==> src/include/hsw_pkg.sv <==
`default_nettype none
package hsw_pkg;
  localparam int CLK_FREQ_KHZ = 50000;
  // output_bit_period, nominal figure in microseconds
  localparam int OUT_BIT_PERIOD_US = 3000;
  localparam int OUT_BIT_CYC = OUT_BIT_PERIOD_US * CLK_FREQ_KHZ / 1000;
  // a logical 1 on the output toggles at this percentage of the period
  localparam int OUT_ONE_PCT = 65;
  localparam int CNT_W = 18;
  localparam int DATA_W = 14;
  localparam int FRAME_W = 24;
  localparam logic [4:0] HDR_BITS = 5'h09;
  localparam logic [4:0] WR_BITS = 5'h18;
  localparam logic [4:0] ACK_ONLY = 5'h01;
  localparam logic [4:0] ACK_DATA = 5'h10;
  localparam logic [2:0] CMD_READ = 3'h2;
  localparam logic [2:0] CMD_WRITE = 3'h3;
  localparam logic [2:0] CMD_PROG = 3'h4;
  localparam logic [2:0] CMD_ERASE = 3'h5;
  localparam logic [2:0] CMD_LOCK = 3'h7;
  localparam logic [3:0] ADR_OFF_THR = 4'h1;
  localparam logic [3:0] ADR_ON_THR = 4'h2;
  localparam logic [3:0] ADR_QOFF = 4'h3;
  localparam logic [3:0] ADR_GAIN = 4'h4;
  localparam logic [3:0] ADR_RANGE = 4'h5;
  localparam logic [3:0] ADR_LOCK = 4'h6;
  localparam logic [3:0] ADR_CONV = 4'h7;
  localparam logic [3:0] ADR_TC_LIN = 4'hB;
  localparam logic [3:0] ADR_TC_QUAD = 4'hC;
  localparam logic [13:0] RAM_RESET = 14'h0000;

  typedef enum logic [2:0] {ST_IDLE, ST_SYNC, ST_BITS, ST_EXEC, ST_REPLY}
    hsw_state_e;

  function automatic logic [3:0] hsw_width(input logic [3:0] adr);
    case (adr)
      ADR_OFF_THR: hsw_width = 4'hA;
      ADR_ON_THR: hsw_width = 4'hB;
      ADR_QOFF: hsw_width = 4'hB;
      ADR_GAIN: hsw_width = 4'hE;
      ADR_RANGE: hsw_width = 4'h6;
      ADR_LOCK: hsw_width = 4'h1;
      ADR_CONV: hsw_width = 4'hE;
      ADR_TC_LIN: hsw_width = 4'h6;
      ADR_TC_QUAD: hsw_width = 4'h5;
      default: hsw_width = 4'h0;
    endcase
  endfunction

  function automatic logic hsw_writable(input logic [3:0] adr);
    hsw_writable = (hsw_width(adr) != 4'h0) && (adr != ADR_LOCK)
      && (adr != ADR_CONV);
  endfunction
endpackage
`default_nettype wire

==> src/verilog/hsw_prog_link.sv <==
`timescale 1ns/100ps
`default_nettype none
module hsw_prog_link
  import hsw_pkg::*;
#(
  parameter int OUT_CYC = OUT_BIT_CYC
)
(
  input wire logic clk,
  input wire logic rst_b,
  input wire logic pwr_on,
  input wire logic sup_hi,
  input wire logic prog_sup,
  input wire logic [13:0] adc_value,
  output logic out_pin,
  output logic analog_mode,
  output logic lock_cell,
  output logic [9:0] off_thr,
  output logic [10:0] on_thr,
  output logic [10:0] quiesc_off,
  output logic [13:0] mag_gain,
  output logic [2:0] range_sel,
  output logic [2:0] filter_sel,
  output logic [5:0] tc_lin,
  output logic [4:0] tc_quad
);
  localparam logic [CNT_W-1:0] OUT_LAST = CNT_W'(OUT_CYC - 1);
  localparam logic [CNT_W-1:0] OUT_ONE = CNT_W'(OUT_CYC * OUT_ONE_PCT / 100);
  localparam logic [CNT_W-1:0] CNT_MAX = {CNT_W{1'b1}};

  hsw_state_e st_r;
  logic sup_d_r;
  logic pwr_d_r;
  logic prog_d_r;
  logic [CNT_W-1:0] cnt_r;
  logic [CNT_W-1:0] per_r;
  logic [CNT_W-1:0] tcnt_r;
  logic mid_r;
  logic [4:0] nbits_r;
  logic [FRAME_W-1:0] sh_r;
  logic [15:0] tx_sh_r;
  logic [4:0] tx_left_r;
  logic out_r;
  logic [13:0] ram_r [0:15];
  logic [13:0] nv_r [0:15];
  logic [13:0] conv_r;
  logic lock_cell_r;
  logic locked_r;
  logic armed_r;

  logic edge_sup;
  logic pwr_rise;
  logic prog_rise;
  logic [CNT_W-1:0] mid_thr;
  logic [FRAME_W-1:0] frame;
  logic [2:0] cmd;
  logic [3:0] adr;
  logic [13:0] dat;
  logic cmd_known;
  logic ok;
  logic tx_done;
  logic [13:0] rd_val;
  logic [13:0] rd_word;
  logic [13:0] wr_mask;

  assign edge_sup = sup_hi ^ sup_d_r;
  assign pwr_rise = pwr_on & ~pwr_d_r;
  assign prog_rise = prog_sup & ~prog_d_r;
  // mid-bit toggles land by 80%, bit ends at 100%: split at 87.5%
  assign mid_thr = per_r - (per_r >> 3);

  always_comb
  begin
    // header-only telegrams are left-justified so fields sit in one place
    if (nbits_r == WR_BITS)
      frame = sh_r;
    else
      frame = {sh_r[8:0], 15'h0000};
    cmd = frame[23:21];
    adr = frame[19:16];
    dat = frame[14:1];
    cmd_known = (cmd == CMD_READ) || (cmd == CMD_WRITE)
      || (cmd == CMD_PROG) || (cmd == CMD_ERASE) || (cmd == CMD_LOCK);
    ok = (st_r == ST_EXEC) && !locked_r && cmd_known
      && (frame[20] == ^(~cmd))
      && (frame[15] == ^(~adr))
      && ((cmd != CMD_WRITE) || (frame[0] == ~^(~dat)));
  end

  always_comb
  begin
    if (adr == ADR_CONV)
      rd_val = conv_r;
    else
      rd_val = ram_r[adr];
    rd_word = 14'(rd_val << (4'hE - hsw_width(adr)));
    wr_mask = 14'((15'h0001 << hsw_width(adr)) - 15'h0001);
  end

  assign tx_done = (st_r == ST_REPLY) && (tcnt_r == OUT_LAST)
    && (tx_left_r == ACK_ONLY);

  always_ff @(posedge clk or negedge rst_b)
  begin
    if (!rst_b)
    begin
      st_r <= ST_IDLE;
      sup_d_r <= 1'b0;
      cnt_r <= '0;
      per_r <= '0;
      mid_r <= 1'b0;
      nbits_r <= 5'h00;
      sh_r <= '0;
    end
    else
    begin
      sup_d_r <= sup_hi;
      case (st_r)
        ST_IDLE:
        begin
          cnt_r <= '0;
          // ignore the programming level and the stale edge after reset
          if (edge_sup && !prog_sup && pwr_d_r)
            st_r <= ST_SYNC;
        end
        ST_SYNC:
        begin
          cnt_r <= cnt_r + 1'b1;
          if (edge_sup)
          begin
            per_r <= cnt_r;
            cnt_r <= '0;
            nbits_r <= 5'h00;
            mid_r <= 1'b0;
            st_r <= ST_BITS;
          end
          else if (cnt_r == CNT_MAX)
            st_r <= ST_IDLE;
        end
        ST_BITS:
        begin
          cnt_r <= cnt_r + 1'b1;
          if (edge_sup && (cnt_r < mid_thr))
            mid_r <= 1'b1;
          else if (edge_sup)
          begin
            sh_r <= {sh_r[FRAME_W-2:0], mid_r};
            nbits_r <= nbits_r + 5'h01;
            cnt_r <= '0;
            mid_r <= 1'b0;
            if ((nbits_r + 5'h01 == HDR_BITS && sh_r[7:5] != CMD_WRITE)
              || (nbits_r + 5'h01 == WR_BITS))
              st_r <= ST_EXEC;
          end
          else if ({1'b0, cnt_r} > {per_r, 1'b0})
            st_r <= ST_IDLE;
        end
        ST_EXEC:
          st_r <= ok ? ST_REPLY : ST_IDLE;
        ST_REPLY:
          if (tx_done)
            st_r <= ST_IDLE;
        default:
          st_r <= ST_IDLE;
      endcase
    end
  end

  always_ff @(posedge clk or negedge rst_b)
  begin
    if (!rst_b)
    begin
      out_r <= 1'b1;
      tcnt_r <= '0;
      tx_sh_r <= 16'h0000;
      tx_left_r <= 5'h00;
    end
    else if (ok)
    begin
      out_r <= 1'b0;
      tcnt_r <= '0;
      if (cmd == CMD_READ)
      begin
        tx_sh_r <= {1'b0, rd_word, ~^(~rd_word)};
        tx_left_r <= ACK_DATA;
      end
      else
      begin
        tx_sh_r <= 16'h0000;
        tx_left_r <= ACK_ONLY;
      end
    end
    else if (st_r == ST_REPLY)
    begin
      tcnt_r <= tcnt_r + 1'b1;
      if (tcnt_r == OUT_ONE && tx_sh_r[15])
        out_r <= ~out_r;
      if (tcnt_r == OUT_LAST)
      begin
        // the last edge may be absorbed if the line already sits idle
        out_r <= (tx_left_r == ACK_ONLY) ? 1'b1 : ~out_r;
        tcnt_r <= '0;
        tx_sh_r <= {tx_sh_r[14:0], 1'b0};
        tx_left_r <= tx_left_r - 5'h01;
      end
    end
  end

  always_ff @(posedge clk or negedge rst_b)
  begin
    if (!rst_b)
    begin
      for (int i = 0; i < 16; i++)
        ram_r[i] <= RAM_RESET;
    end
    else if (pwr_rise)
    begin
      for (int i = 0; i < 16; i++)
        ram_r[i] <= nv_r[i];
    end
    else if (ok && cmd == CMD_WRITE && hsw_writable(adr))
      ram_r[adr] <= dat & wr_mask;
  end

  always_ff @(posedge clk or negedge rst_b)
  begin
    if (!rst_b)
    begin
      for (int i = 0; i < 16; i++)
        nv_r[i] <= RAM_RESET;
      armed_r <= 1'b0;
      prog_d_r <= 1'b0;
    end
    else
    begin
      prog_d_r <= prog_sup;
      if (ok)
        armed_r <= (cmd == CMD_PROG);
      else if (armed_r && prog_rise)
        armed_r <= 1'b0;
      // address is ignored: erase and program act on every register
      if (ok && cmd == CMD_ERASE)
      begin
        for (int i = 0; i < 16; i++)
          nv_r[i] <= RAM_RESET;
      end
      else if (armed_r && prog_rise)
      begin
        for (int i = 0; i < 16; i++)
          nv_r[i] <= ram_r[i];
      end
    end
  end

  always_ff @(posedge clk or negedge rst_b)
  begin
    if (!rst_b)
    begin
      lock_cell_r <= 1'b0;
      locked_r <= 1'b0;
      pwr_d_r <= 1'b0;
      conv_r <= 14'h0000;
    end
    else
    begin
      pwr_d_r <= pwr_on;
      conv_r <= adc_value;
      if (ok && cmd == CMD_LOCK)
        lock_cell_r <= 1'b1;
      // the lock cell is only looked at on a power-up
      if (pwr_rise)
        locked_r <= lock_cell_r;
    end
  end

  assign out_pin = out_r;
  assign analog_mode = locked_r;
  assign lock_cell = lock_cell_r;
  assign off_thr = ram_r[ADR_OFF_THR][9:0];
  assign on_thr = ram_r[ADR_ON_THR][10:0];
  assign quiesc_off = ram_r[ADR_QOFF][10:0];
  assign mag_gain = ram_r[ADR_GAIN];
  assign range_sel = ram_r[ADR_RANGE][2:0];
  assign filter_sel = ram_r[ADR_RANGE][5:3];
  assign tc_lin = ram_r[ADR_TC_LIN][5:0];
  assign tc_quad = ram_r[ADR_TC_QUAD][4:0];
endmodule
`default_nettype wire
==> config.mk <==
export PLATFORM = sky130hd
export DESIGN_NAME = hsw_prog_link
export DESIGN_NICKNAME = d
export VERILOG_FILES = /design/src/include/hsw_pkg.sv /design/src/verilog/hsw_prog_link.sv
export SDC_FILE = /design/constraint.sdc
export NUM_CORES = 1
export LEC_CHECK = 0
export BUFFER_PORTS_ARGS = -buffer_cell sky130_fd_sc_hd__buf_4
export CORE_UTILIZATION = 30
export DETAILED_ROUTE_END_ITERATION = 8
export GPL_TIMING_DRIVEN = 0
export PLACE_DENSITY = 0.44
export SYNTH_ARGS = -nofsm -noshare
export SYNTH_HDL_FRONTEND = slang
export SYNTH_SLANG_ARGS = --single-unit
==> constraint.sdc <==
create_clock -name clk -period 5.7 [get_ports clk]
set_input_delay 0.57 -clock clk [delete_from_list [all_inputs] [get_ports clk]]
set_output_delay 0.57 -clock clk [all_outputs]
set_load 0.1 [all_outputs]
* Word level (Yosys, flattened, before mapping) *
Memory sizes are Yosys's and may differ from the RTL's.
Index checks and enable logic that the tools add are counted.

cells by class
  $add $sub $neg = 7
  magnitude comparators = 4
  reduce and logical (&&, ||, !) cells = 48
  shifts and indexed selects = 2
  eq/ne operators = 32
  mux-type cells = 51
  bitwise logic cells = 13

operators with widths
  kind                                                    count
  two-way mux 224 bit                                     4
  bitwise mux 224 bit                                     1
  two-way mux 18 bit                                      5
  binary-select mux 14 bit (select 4 bit)                 1
  demux 14 bit (select 4 bit)                             1
  two-way mux 14 bit                                      4
  case mux 18 bit (3 select lines)                        1
  two-way mux 16 bit                                      3
  adder 18 x 1 -> 18 bit (second input constant)          2
  equality test 18 bit (second input constant)            2
  two-way mux 5 bit                                       7
  NOT 14 bit                                              2
  XNOR reduction 14 bit                                   2
  two-way mux 3 bit                                       9
  two-way mux 24 bit                                      1
  logical AND 1 bit                                       20
  greater-than comparator 18 x 19 -> 1 bit                1
  equality test 18 x 17 -> 1 bit (second input constant)  1
  < comparator 18 bit                                     1
  subtractor 18 x 15 -> 18 bit                            1
  two-way mux 15 bit                                      1
  case mux 3 bit (5 select lines)                         1
  bitwise AND 14 bit                                      1
  << shifter 1 x 4 -> 14 bit (first input constant)       1
  other kinds (41)                                        84

storage, ports and cells
  input port bits = 19
  bits in read-only memories = 192
  word-level logic and storage cells = 209
  register bits after elaboration = 577
  output and inout port bits = 66
  memories = 3

memories
  memory            words  bits a word  read ports  clocked after memory_dff  write ports  line           text
  (name not given)  16     4            1           0                         0            hsw_pkg.sv:36  case (adr)
  (name not given)  16     4            1           0                         0            hsw_pkg.sv:36
  (name not given)  16     4            1           0                         0            hsw_pkg.sv:36

* Logic depth before layout (Yosys ltp) *
Gate-level depths: netlist (run 1).

  word-level depth = 15
  mapped depth = 29
  gate-level depth less buffers = 25

* Worst setup path before layout (run 1) *
OpenSTA, ideal clock, no wires.

  kind = flip-flop to flip-flop
  from = register nbits_r[0]
  to = register tx_sh_r[0]
  setup slack = 0.412 ns
  arrival time = 5.167 ns
  cell stages (with the launch flop) = 26
  setup time = 0.121 ns
  buffers on the path = 6
  period minus slack after synthesis = 5.288 ns
  required time = 5.579 ns
  cell sequence = dfrtp_1 -> inv_1 -> ha_1 -> and4b_1 -> buf_6 -> mux2i_4 -> inv_4 -> buf_6 -> buf_4 -> buf_4 -> ha_1 -> nand2b_1 -> a21oi_1 -> o21ai_1 -> nand2_1 -> buf_2 -> ha_1 -> clkbuf_1 -> mux4_2 -> o211a_1 -> or3b_1 -> o211ai_1 -> o21ai_0 -> mux2_2 -> xnor2_1 -> a22o_1

between the ends
  cells in the longest elaborated chain, start to end = 13
  elaborated cells on any way between the ends = 42
  classes of those cells = 1 x add/sub; 11 x eq/ne; 1 x shift; 7 x mux; 5 x bitwise; 16 x reduce/logical; 1 x memory

RTL lines
  element                                                                       line                  text
  start, declared                                                               hsw_prog_link.sv:39   logic [4:0] nbits_r;
  start signal, assigned                                                        hsw_prog_link.sv:148  nbits_r <= nbits_r + 5'h01;
  equality test 5 bit *                                                         hsw_prog_link.sv:75   if (nbits_r == WR_BITS)
  two-way mux 24 bit *                                                          hsw_prog_link.sv:75
  parallel branches: the longest is 11 deep, another holds memory (16 x 4 bit)  -
  end signal, assigned                                                          hsw_prog_link.sv:184  tx_sh_r <= {1'b0, rd_word, ~^(~rd_word)};
  end signal, assigned                                                          hsw_prog_link.sv:203  tx_sh_r <= {tx_sh_r[14:0], 1'b0};
  end, declared                                                                 hsw_prog_link.sv:41   logic [15:0] tx_sh_r;

Mark *: on every way between the ends. The select of a mux whose other input is x is not followed.
A chain may end at the register's enable or synchronous reset.

* Final worst setup path (run 1) *
  from = register nbits_r[1]
  to = register tx_sh_r[0]

The elaborated chain is that of the path after synthesis.

==> flow_metrics.py, run 1 <==
metrics = {
    "synthesis": {
        "synth_edf_count": 0,
        "synth.yosys.seq_area_share": 0.475,
        "synth_fp_nets": 3677,
        "netlist_instances": 3580,
        "synth_warnings": 0,
        "synth_area_sq_um": 30400,
        "yosysUniqueCellTypes": 79,
        "postSynthAreaPerCell_sq_um": 8.49,
        "ys.flop_type": "dfrtp_1",
        "async_flop_share": 1.00,
        "ys_ff_latch": 577,
    },
    "pwr": {
        "p_comb_frac": 0.230,
        "max-vdd-ir-drop_uv": 218,
        "swShare": 0.334,
        "finalPower_mw": 12.9,
        "seq_power_share": 0.404,
        "pwr-share-clk": 0.366,
        "power_density_nw_per_um2": 361,
        "p_leak_nw": 15.5,
        "p_switching_mw": 4.32,
        "p_int_mw": 8.62,
    },
    "hold_path": {
        "min_from": "adc_value[3]",
        "hold_depth": 1,
        "min_to": "conv_r[3]",
        "hp-class": "primary input to register",
    },
    "place": {
        "dp_cells": 4968,
        "dp_slack_ps": -2330,
        "placed_area_sq_um": 32800,
        "place_congestion": 0.971,
        "io_buffers": 84,
        "dpl.hpwl_microns": 84900,
    },
    "timing": {
        "rsz0062_at_grt": "false",
        "final_max_slew_viol_count": 0,
        "fin_setup_tns_ps": 0,
        "slew-limit-headroom": 0.140,
        "setup_slack_ps": 40.6,
        "finalCriticalPeriod_ps": 5660,
        "worst_pin_slew_ps": 1290,
        "setup_viol": 0,
        "timing.final.crit_share": 0.993,
        "fin_skew_ps": 33.5,
        "hold_viol": 0,
        "max_freq_mhz": 177,
    },
    "route": {
        "dr.first_iter.drc_count": 2628,
        "vias_per_cell": 5.27,
        "wl_per_cell_microns": 23.5,
        "drc_errors": 0,
        "ant_nets": 0,
        "vias": 26900,
        "dr.pass1.iters": 5,
        "drt-total-wl_microns": 120000,
    },
    "floorplan": {
        "rows": 116,
        "core-area_sq_um": 100000,
        "initial_core_util": 0.303,
        "io_pins": 85,
        "chipHeight_microns": 320,
        "die_width_microns": 320,
        "dieArea_sq_um": 103000,
    },
    "setup_path": {
        "setup.worst_path.start_class": "register",
        "rr_startpoint": "nbits_r[1]",
        "crit_required_ps": 6200,
        "end_kind": "register",
        "crit_arrival_ps": 6160,
        "ff2ff_path_depth": 17,
        "reg2reg_slack_ps": 40,
        "path_class": "register to register",
        "cp_max_fo": 10,
        "worst_r2r_endpoint": "tx_sh_r[0]",
    },
    "clock_tree": {
        "clock-sinks": 577,
        "path_clk_slew_ps": 60,
        "clock_path_buffers": 3,
        "clock_tree.root_cell": "clkbuf_16",
        "h-tree-depth": 3,
        "clk_latency_ps": 640,
        "cts_buffers": 73,
        "cts_tree": "done",
    },
    "final_layout": {
        "fill_cells": 10400,
        "layout.nets": 3852,
        "synthToLayoutAreaGrowth_pct": 18.1,
        "final_area_sq_um": 35900,
        "drive_gt1_frac": 0.127,
        "antenna_cells": 0,
        "layout.cells.non_filler": 5104,
        "multiInputGateArea_sq_um": 14500,
        "seq_area_sq_um": 14400,
    },
    "global_route": {
        "grt_overflow": 0,
        "grt_pass1_vias": 26000,
        "grt.total_usage": 0.233,
        "antenna_found_initial": 1,
        "grt_pass1_wl_microns": 178000,
        "grt_max_degree": 115,
    },
    "run": {
        "max-cap-violations": 0,
    },
    "outcome": {
        "status": "finished clean",
    },
}
## final cells by class
class	instances	area share
plain buffers	298	0.0459
clock buffers	108	0.0607
clock inverters	18	0.00701
inverters	59	0.00645
multi-input cells	2634	0.405
flip-flops and latches	577	0.402
well taps	1298	0.0453
repair buffers	112	0.0277
## cell families after synthesis
logic type / after synthesis / share of synthesized area
simple gates: 1420 / 0.195
compound gates: 911 / 0.165
flops: 577 / 0.475
buf+inv: 369 / 0.0551
mux: 168 / 0.0607
fa+ha+maj: 78 / 0.0324
xor+xnor: 57 / 0.0169
## synthesized netlist by cell type, types with 4 or more instances
cell	n	area [sq um]
mux2_2	67	754
buf_1	14	52.6
nor4_1	10	62.6
nor2_1	241	905
a32oi_1	17	149
nand3_1	104	521
buf_2	20	100
a31oi_1	24	150
o21ai_0	273	1370
xor2_1	15	131
buf_4	66	495
a22oi_1	15	113
o21a_1	10	75.1
dfrtp_1	576	14400
nand4_1	25	156
a21boi_0	8	60.1
clkbuf_1	208	781
a21oi_1	473	2370
xnor2_1	41	359
inv_1	55	206
nor2b_1	13	81.3
ha_1	77	963
a21o_1	16	120
a22o_1	6	52.6
and3_1	26	163
a211oi_1	8	60.1
nor3_1	20	100
nand4b_1	5	43.8
nand2b_1	17	106
and2_1	10	62.6
a31o_2	6	52.6
a221o_1	4	40.0
o22ai_1	13	81.3
o211ai_1	6	45.0
mux2i_1	91	911
nand3b_1	10	75.1
or3_1	9	56.3
nand2_1	910	3420
## power groups by stage
stage / combinational, mW / sequential (mW) / clock [mW]
after floorplan: 2.25 / 5.01 / 0
after global placement: 2.93 / 5.29 / 0
after global routing: 3.32 / 5.29 / 5.02
final: 2.97 / 5.23 / 4.74
after detailed placement: 2.97 / 5.29 / 0
after CTS: 2.98 / 5.22 / 4.86
## worst max-delay path, cell delays in order (launching register included)
cell and delay (ps):
dfrtp_1 440, inv_1 110, ha_1 170, and4b_1 240
buf_6 170, mux2i_1 880, clkbuf_1 750, nand3_1 350
nand4_1 420, nand3_1 160, mux4_2 480, o211a_1 300
or3b_1 190, o211ai_1 80, o21ai_0 120, mux2_2 370
xnor2_1 120, a22o_1 190
## how the worst max path moves through the flow
stage                             to  slack, ps  depth (start not counted)       start
after global routing      tx_sh_r[0]         20                         24  nbits_r[1]
after floorplan           tx_sh_r[0]        410                         25  nbits_r[0]
after CTS                  cnt_r[14]          3                         26    per_r[4]
final                     tx_sh_r[0]         40                         17  nbits_r[1]
after global placement     nv_r[187]      -3030                          1       rst_b
after detailed placement  off_thr[8]      -2330                         26  nbits_r[0]
## registers in the layout (all words and copies together) (netlist names), 6 cells and up
signal      flops
tx_sh_r        16
tc_lin          6
tcnt_r         18
sh_r           24
on_thr         11
per_r          18
quiesc_off     11
cnt_r          18
ram_r         161
nv_r          224
mag_gain       14
off_thr        10
conv_r         14
## metrics by stage
step	hold WS, ps	util
2_1_floorplan	274	-
3_3_place_gp	459	0.326
3_5_place_dp	461	0.327
4_1_cts	1.98	0.357
5_1_grt	26.7	0.358
6_report	50.1	0.358
## cell usage in the layout, fill, tap and decap left out, types with 23 or more instances in the layout
cell type  Yosys  final
clkbuf_1     208    182
a31oi_1       24     23
clkbuf_8       0     28
nand3_1      104     92
o21ai_0      273    270
and3_1        26     25
nand2_1      910    896
xnor2_1       41     41
buf_4         66    168
dfrtp_1      576    575
mux2i_1       91     90
mux2_2        67     67
inv_1         55     54
ha_1          77     73
clkbuf_16      0     78
a21oi_1      473    468
nand4_1       25     25
nor2_1       241    240
## metal layers
layer,share of wire,track usage,vias to the layer above
met5,0,0,-
met4,0.036,0.0853,0
met3,0.062,0.0359,205
met2,0.45,0.363,846
met1,0.45,0.325,13300
li1,-,-,12500
## repair_timing
item,4_1_cts,5_1_grt
buffers inserted,14,4
pin swaps,5,3
gates resized for setup,109,52
endpoints found under the setup margin,451,281
hold endpoints to repair,70,0
hold buffers,1,0
cloned,3,0
(Power assumes the default switching activity.)
==> run 2, diff against run 1 <==
==> constraint.sdc (replaced) <==
create_clock -name clk -period 5.7 [get_ports clk]
set_input_delay 1.425 -clock clk [delete_from_list [all_inputs] [get_ports clk]]
set_output_delay 1.425 -clock clk [all_outputs]
set_load 0.1 [all_outputs]
==> flow_metrics.py, run 2 (same netlist as run 1, synthesis figures left out) <==
metrics = {
    "outcome": {
        "status": "finished clean",
    },
    "clock_tree": {
        "cts_tree": "done",
        "hold_buffers": 0,
        "clock_path_buffers": 3,
        "clock-sinks": 577,
        "clk_latency_ps": 640,
        "h-tree-depth": 3,
        "cts_buffers": 73,
        "clock_tree.root_cell": "clkbuf_16",
        "path_clk_slew_ps": 60,
    },
    "floorplan": {
        "initial_core_util": 0.303,
        "rows": 116,
        "io_pins": 85,
        "core-area_sq_um": 100000,
        "chipHeight_microns": 320,
        "dieArea_sq_um": 103000,
        "die_width_microns": 320,
    },
    "global_route": {
        "grt.total_usage": 0.233,
        "grt_pass1_vias": 26000,
        "grt_pass1_wl_microns": 178000,
        "grt_max_degree": 115,
        "grt_overflow": 0,
        "antenna_found_initial": 1,
    },
    "place": {
        "placed_area_sq_um": 32800,
        "place_congestion": 0.971,
        "dpl.hpwl_microns": 84900,
        "dp_cells": 4968,
        "io_buffers": 84,
    },
    "final_layout": {
        "layout.cells.non_filler": 5103,
        "synthToLayoutAreaGrowth_pct": 18.1,
        "final_cell_mix": "nand2_1, dfrtp_1, a21oi_1, o21ai_0, nor2_1",
        "final_common_cell": "nand2_1",
        "regMostFlops": "nv_r",
        "final_area_sq_um": 35900,
        "antenna_cells": 0,
        "largest_reg_flops": 224,
        "layout.nets": 3851,
        "fill_cells": 10400,
        "seq_area_sq_um": 14400,
        "multiInputGateArea_sq_um": 14500,
        "drive_gt1_frac": 0.127,
        "largestRegisters": "nv_r: 224 flops, ram_r: 161 flops, sh_r: 24 flops",
    },
    "timing": {
        "fin_skew_ps": 34.0,
        "slew-limit-headroom": 0.132,
        "setup_viol": 0,
        "finalCriticalPeriod_ps": 5620,
        "final_max_slew_viol_count": 0,
        "fin_hold_ws_ps": 467,
        "hold_viol": 0,
        "rsz0062_at_grt": "false",
        "worst_pin_slew_ps": 1300,
        "fin_setup_tns_ps": 0,
        "max_freq_mhz": 178,
        "timing.final.crit_share": 0.986,
    },
    "route": {
        "vias_per_cell": 5.28,
        "drt-total-wl_microns": 120000,
        "dr.first_iter.drc_count": 2649,
        "drc_errors": 0,
        "dr.pass1.iters": 5,
        "vias": 26900,
        "ant_nets": 0,
        "wl_per_cell_microns": 23.6,
    },
    "setup_path": {
        "cp_max_fo": 10,
        "crit_chain": "inv_1 > ha_1 > and4b_1 > buf_6 > mux2i_1 > clkbuf_1 > nand3_1 > nand4_1 > nand3_1 > mux4_2 > o211a_1 > or3b_1 > o211ai_1 > o21ai_0 > mux2_2 > xnor2_1 > a22o_1",
        "crit_arrival_ps": 6120,
        "path_class": "register to register",
        "setup.worst_path.start_class": "register",
        "end_kind": "register",
        "cp_slowest_cell": "mux2i_1",
        "cpPeakStageDelay_ps": 870,
        "crit_required_ps": 6200,
        "crit_top_cell": "nand3_1",
    },
    "pwr": {
        "finalPower_mw": 13.0,
        "p_switching_mw": 4.33,
        "seq_power_share": 0.404,
        "p_comb_frac": 0.229,
        "p_int_mw": 8.62,
        "max-vdd-ir-drop_uv": 218,
        "swShare": 0.334,
        "pwr-share-clk": 0.367,
        "p_leak_nw": 15.5,
        "power_density_nw_per_um2": 361,
    },
    "run": {
        "max-cap-violations": 0,
    },
    "hold_path": {
        "hp-class": "register to register",
    },
}
## run 2: worst paths after layout
| path | startpoint | to | slack [ps] | cells after the start |
|---|---|---|---|---|
| worst max-delay path | nbits_r[1] | tx_sh_r[0] | 80 | 17 |
| min in group asynchronous | rst_b | tcnt_r[13] | 810 | 1 |
| worst min register to register | nv_r[205] | off_thr[9] | 470 | 2 |
| max in group asynchronous | rst_b | nv_r[78] | 3360 | 3 |
| worst max register to register | nbits_r[1] | tx_sh_r[0] | 80 | 17 |
| worst min-delay path | nv_r[205] | off_thr[9] | 470 | 2 |
## run 2: stage by stage
| step | setup WS (ps) | util |
|---|---|---|
| 2_1_floorplan | 412 | - |
| 3_3_place_gp | -3880 | 0.326 |
| 3_5_place_dp | -2330 | 0.327 |
| 4_1_cts | 3.27 | 0.357 |
| 5_1_grt | 17.1 | 0.358 |
| 6_report | 79.4 | 0.358 |
## run 2: final cells by class
class                           instances  share of cell area
Timing Repair Buffer                  111              0.0274
Multi-Input combinational cell       2634               0.405
Clock inverter                         18             0.00701
Clock buffer                          108              0.0607
Sequential cell                       577               0.403
Tap cell                             1298              0.0453
Inverter                               59             0.00645
Buffer                                298              0.0459
## run 2: layer usage
layer | vias up | global-route usage | wire (microns)
met1 | 13400 | 0.325 | 54700
met2 | 837 | 0.363 | 54300
met5 | - | 0 | 0
met3 | 205 | 0.0359 | 7100
li1 | 12500 | - | -
met4 | 0 | 0.0853 | 4280
## run 2: worst max-delay path, delay by kind of cell (launching register included)
family,cells,cell delay (ps)
AO/OA/AOI/OAI,4,690
XOR/XNOR,1,120
adder cells (fa/ha/maj),1,170
buffers and inverters,3,1030
flip-flops,1,440
multiplexers,3,1720
AND/OR/NAND/NOR,5,1340
## run 2: timing repair
item | 4_1_cts | 5_1_grt
buffers inserted | 14 | 4
resized for setup | 109 | 52
setup endpoints to repair | 451 | 281
gates cloned | 3 | 0
pin swaps | 5 | 3
## run 2: power groups by stage
stage	clock (mW)	combinational (mW)	sequential [mW]
3_3_place_gp	0	2.93	5.29
5_1_grt	5.02	3.32	5.29
6_report	4.75	2.97	5.23
2_1_floorplan	0	2.25	5.01
4_1_cts	4.86	2.98	5.22
3_5_place_dp	0	2.97	5.29
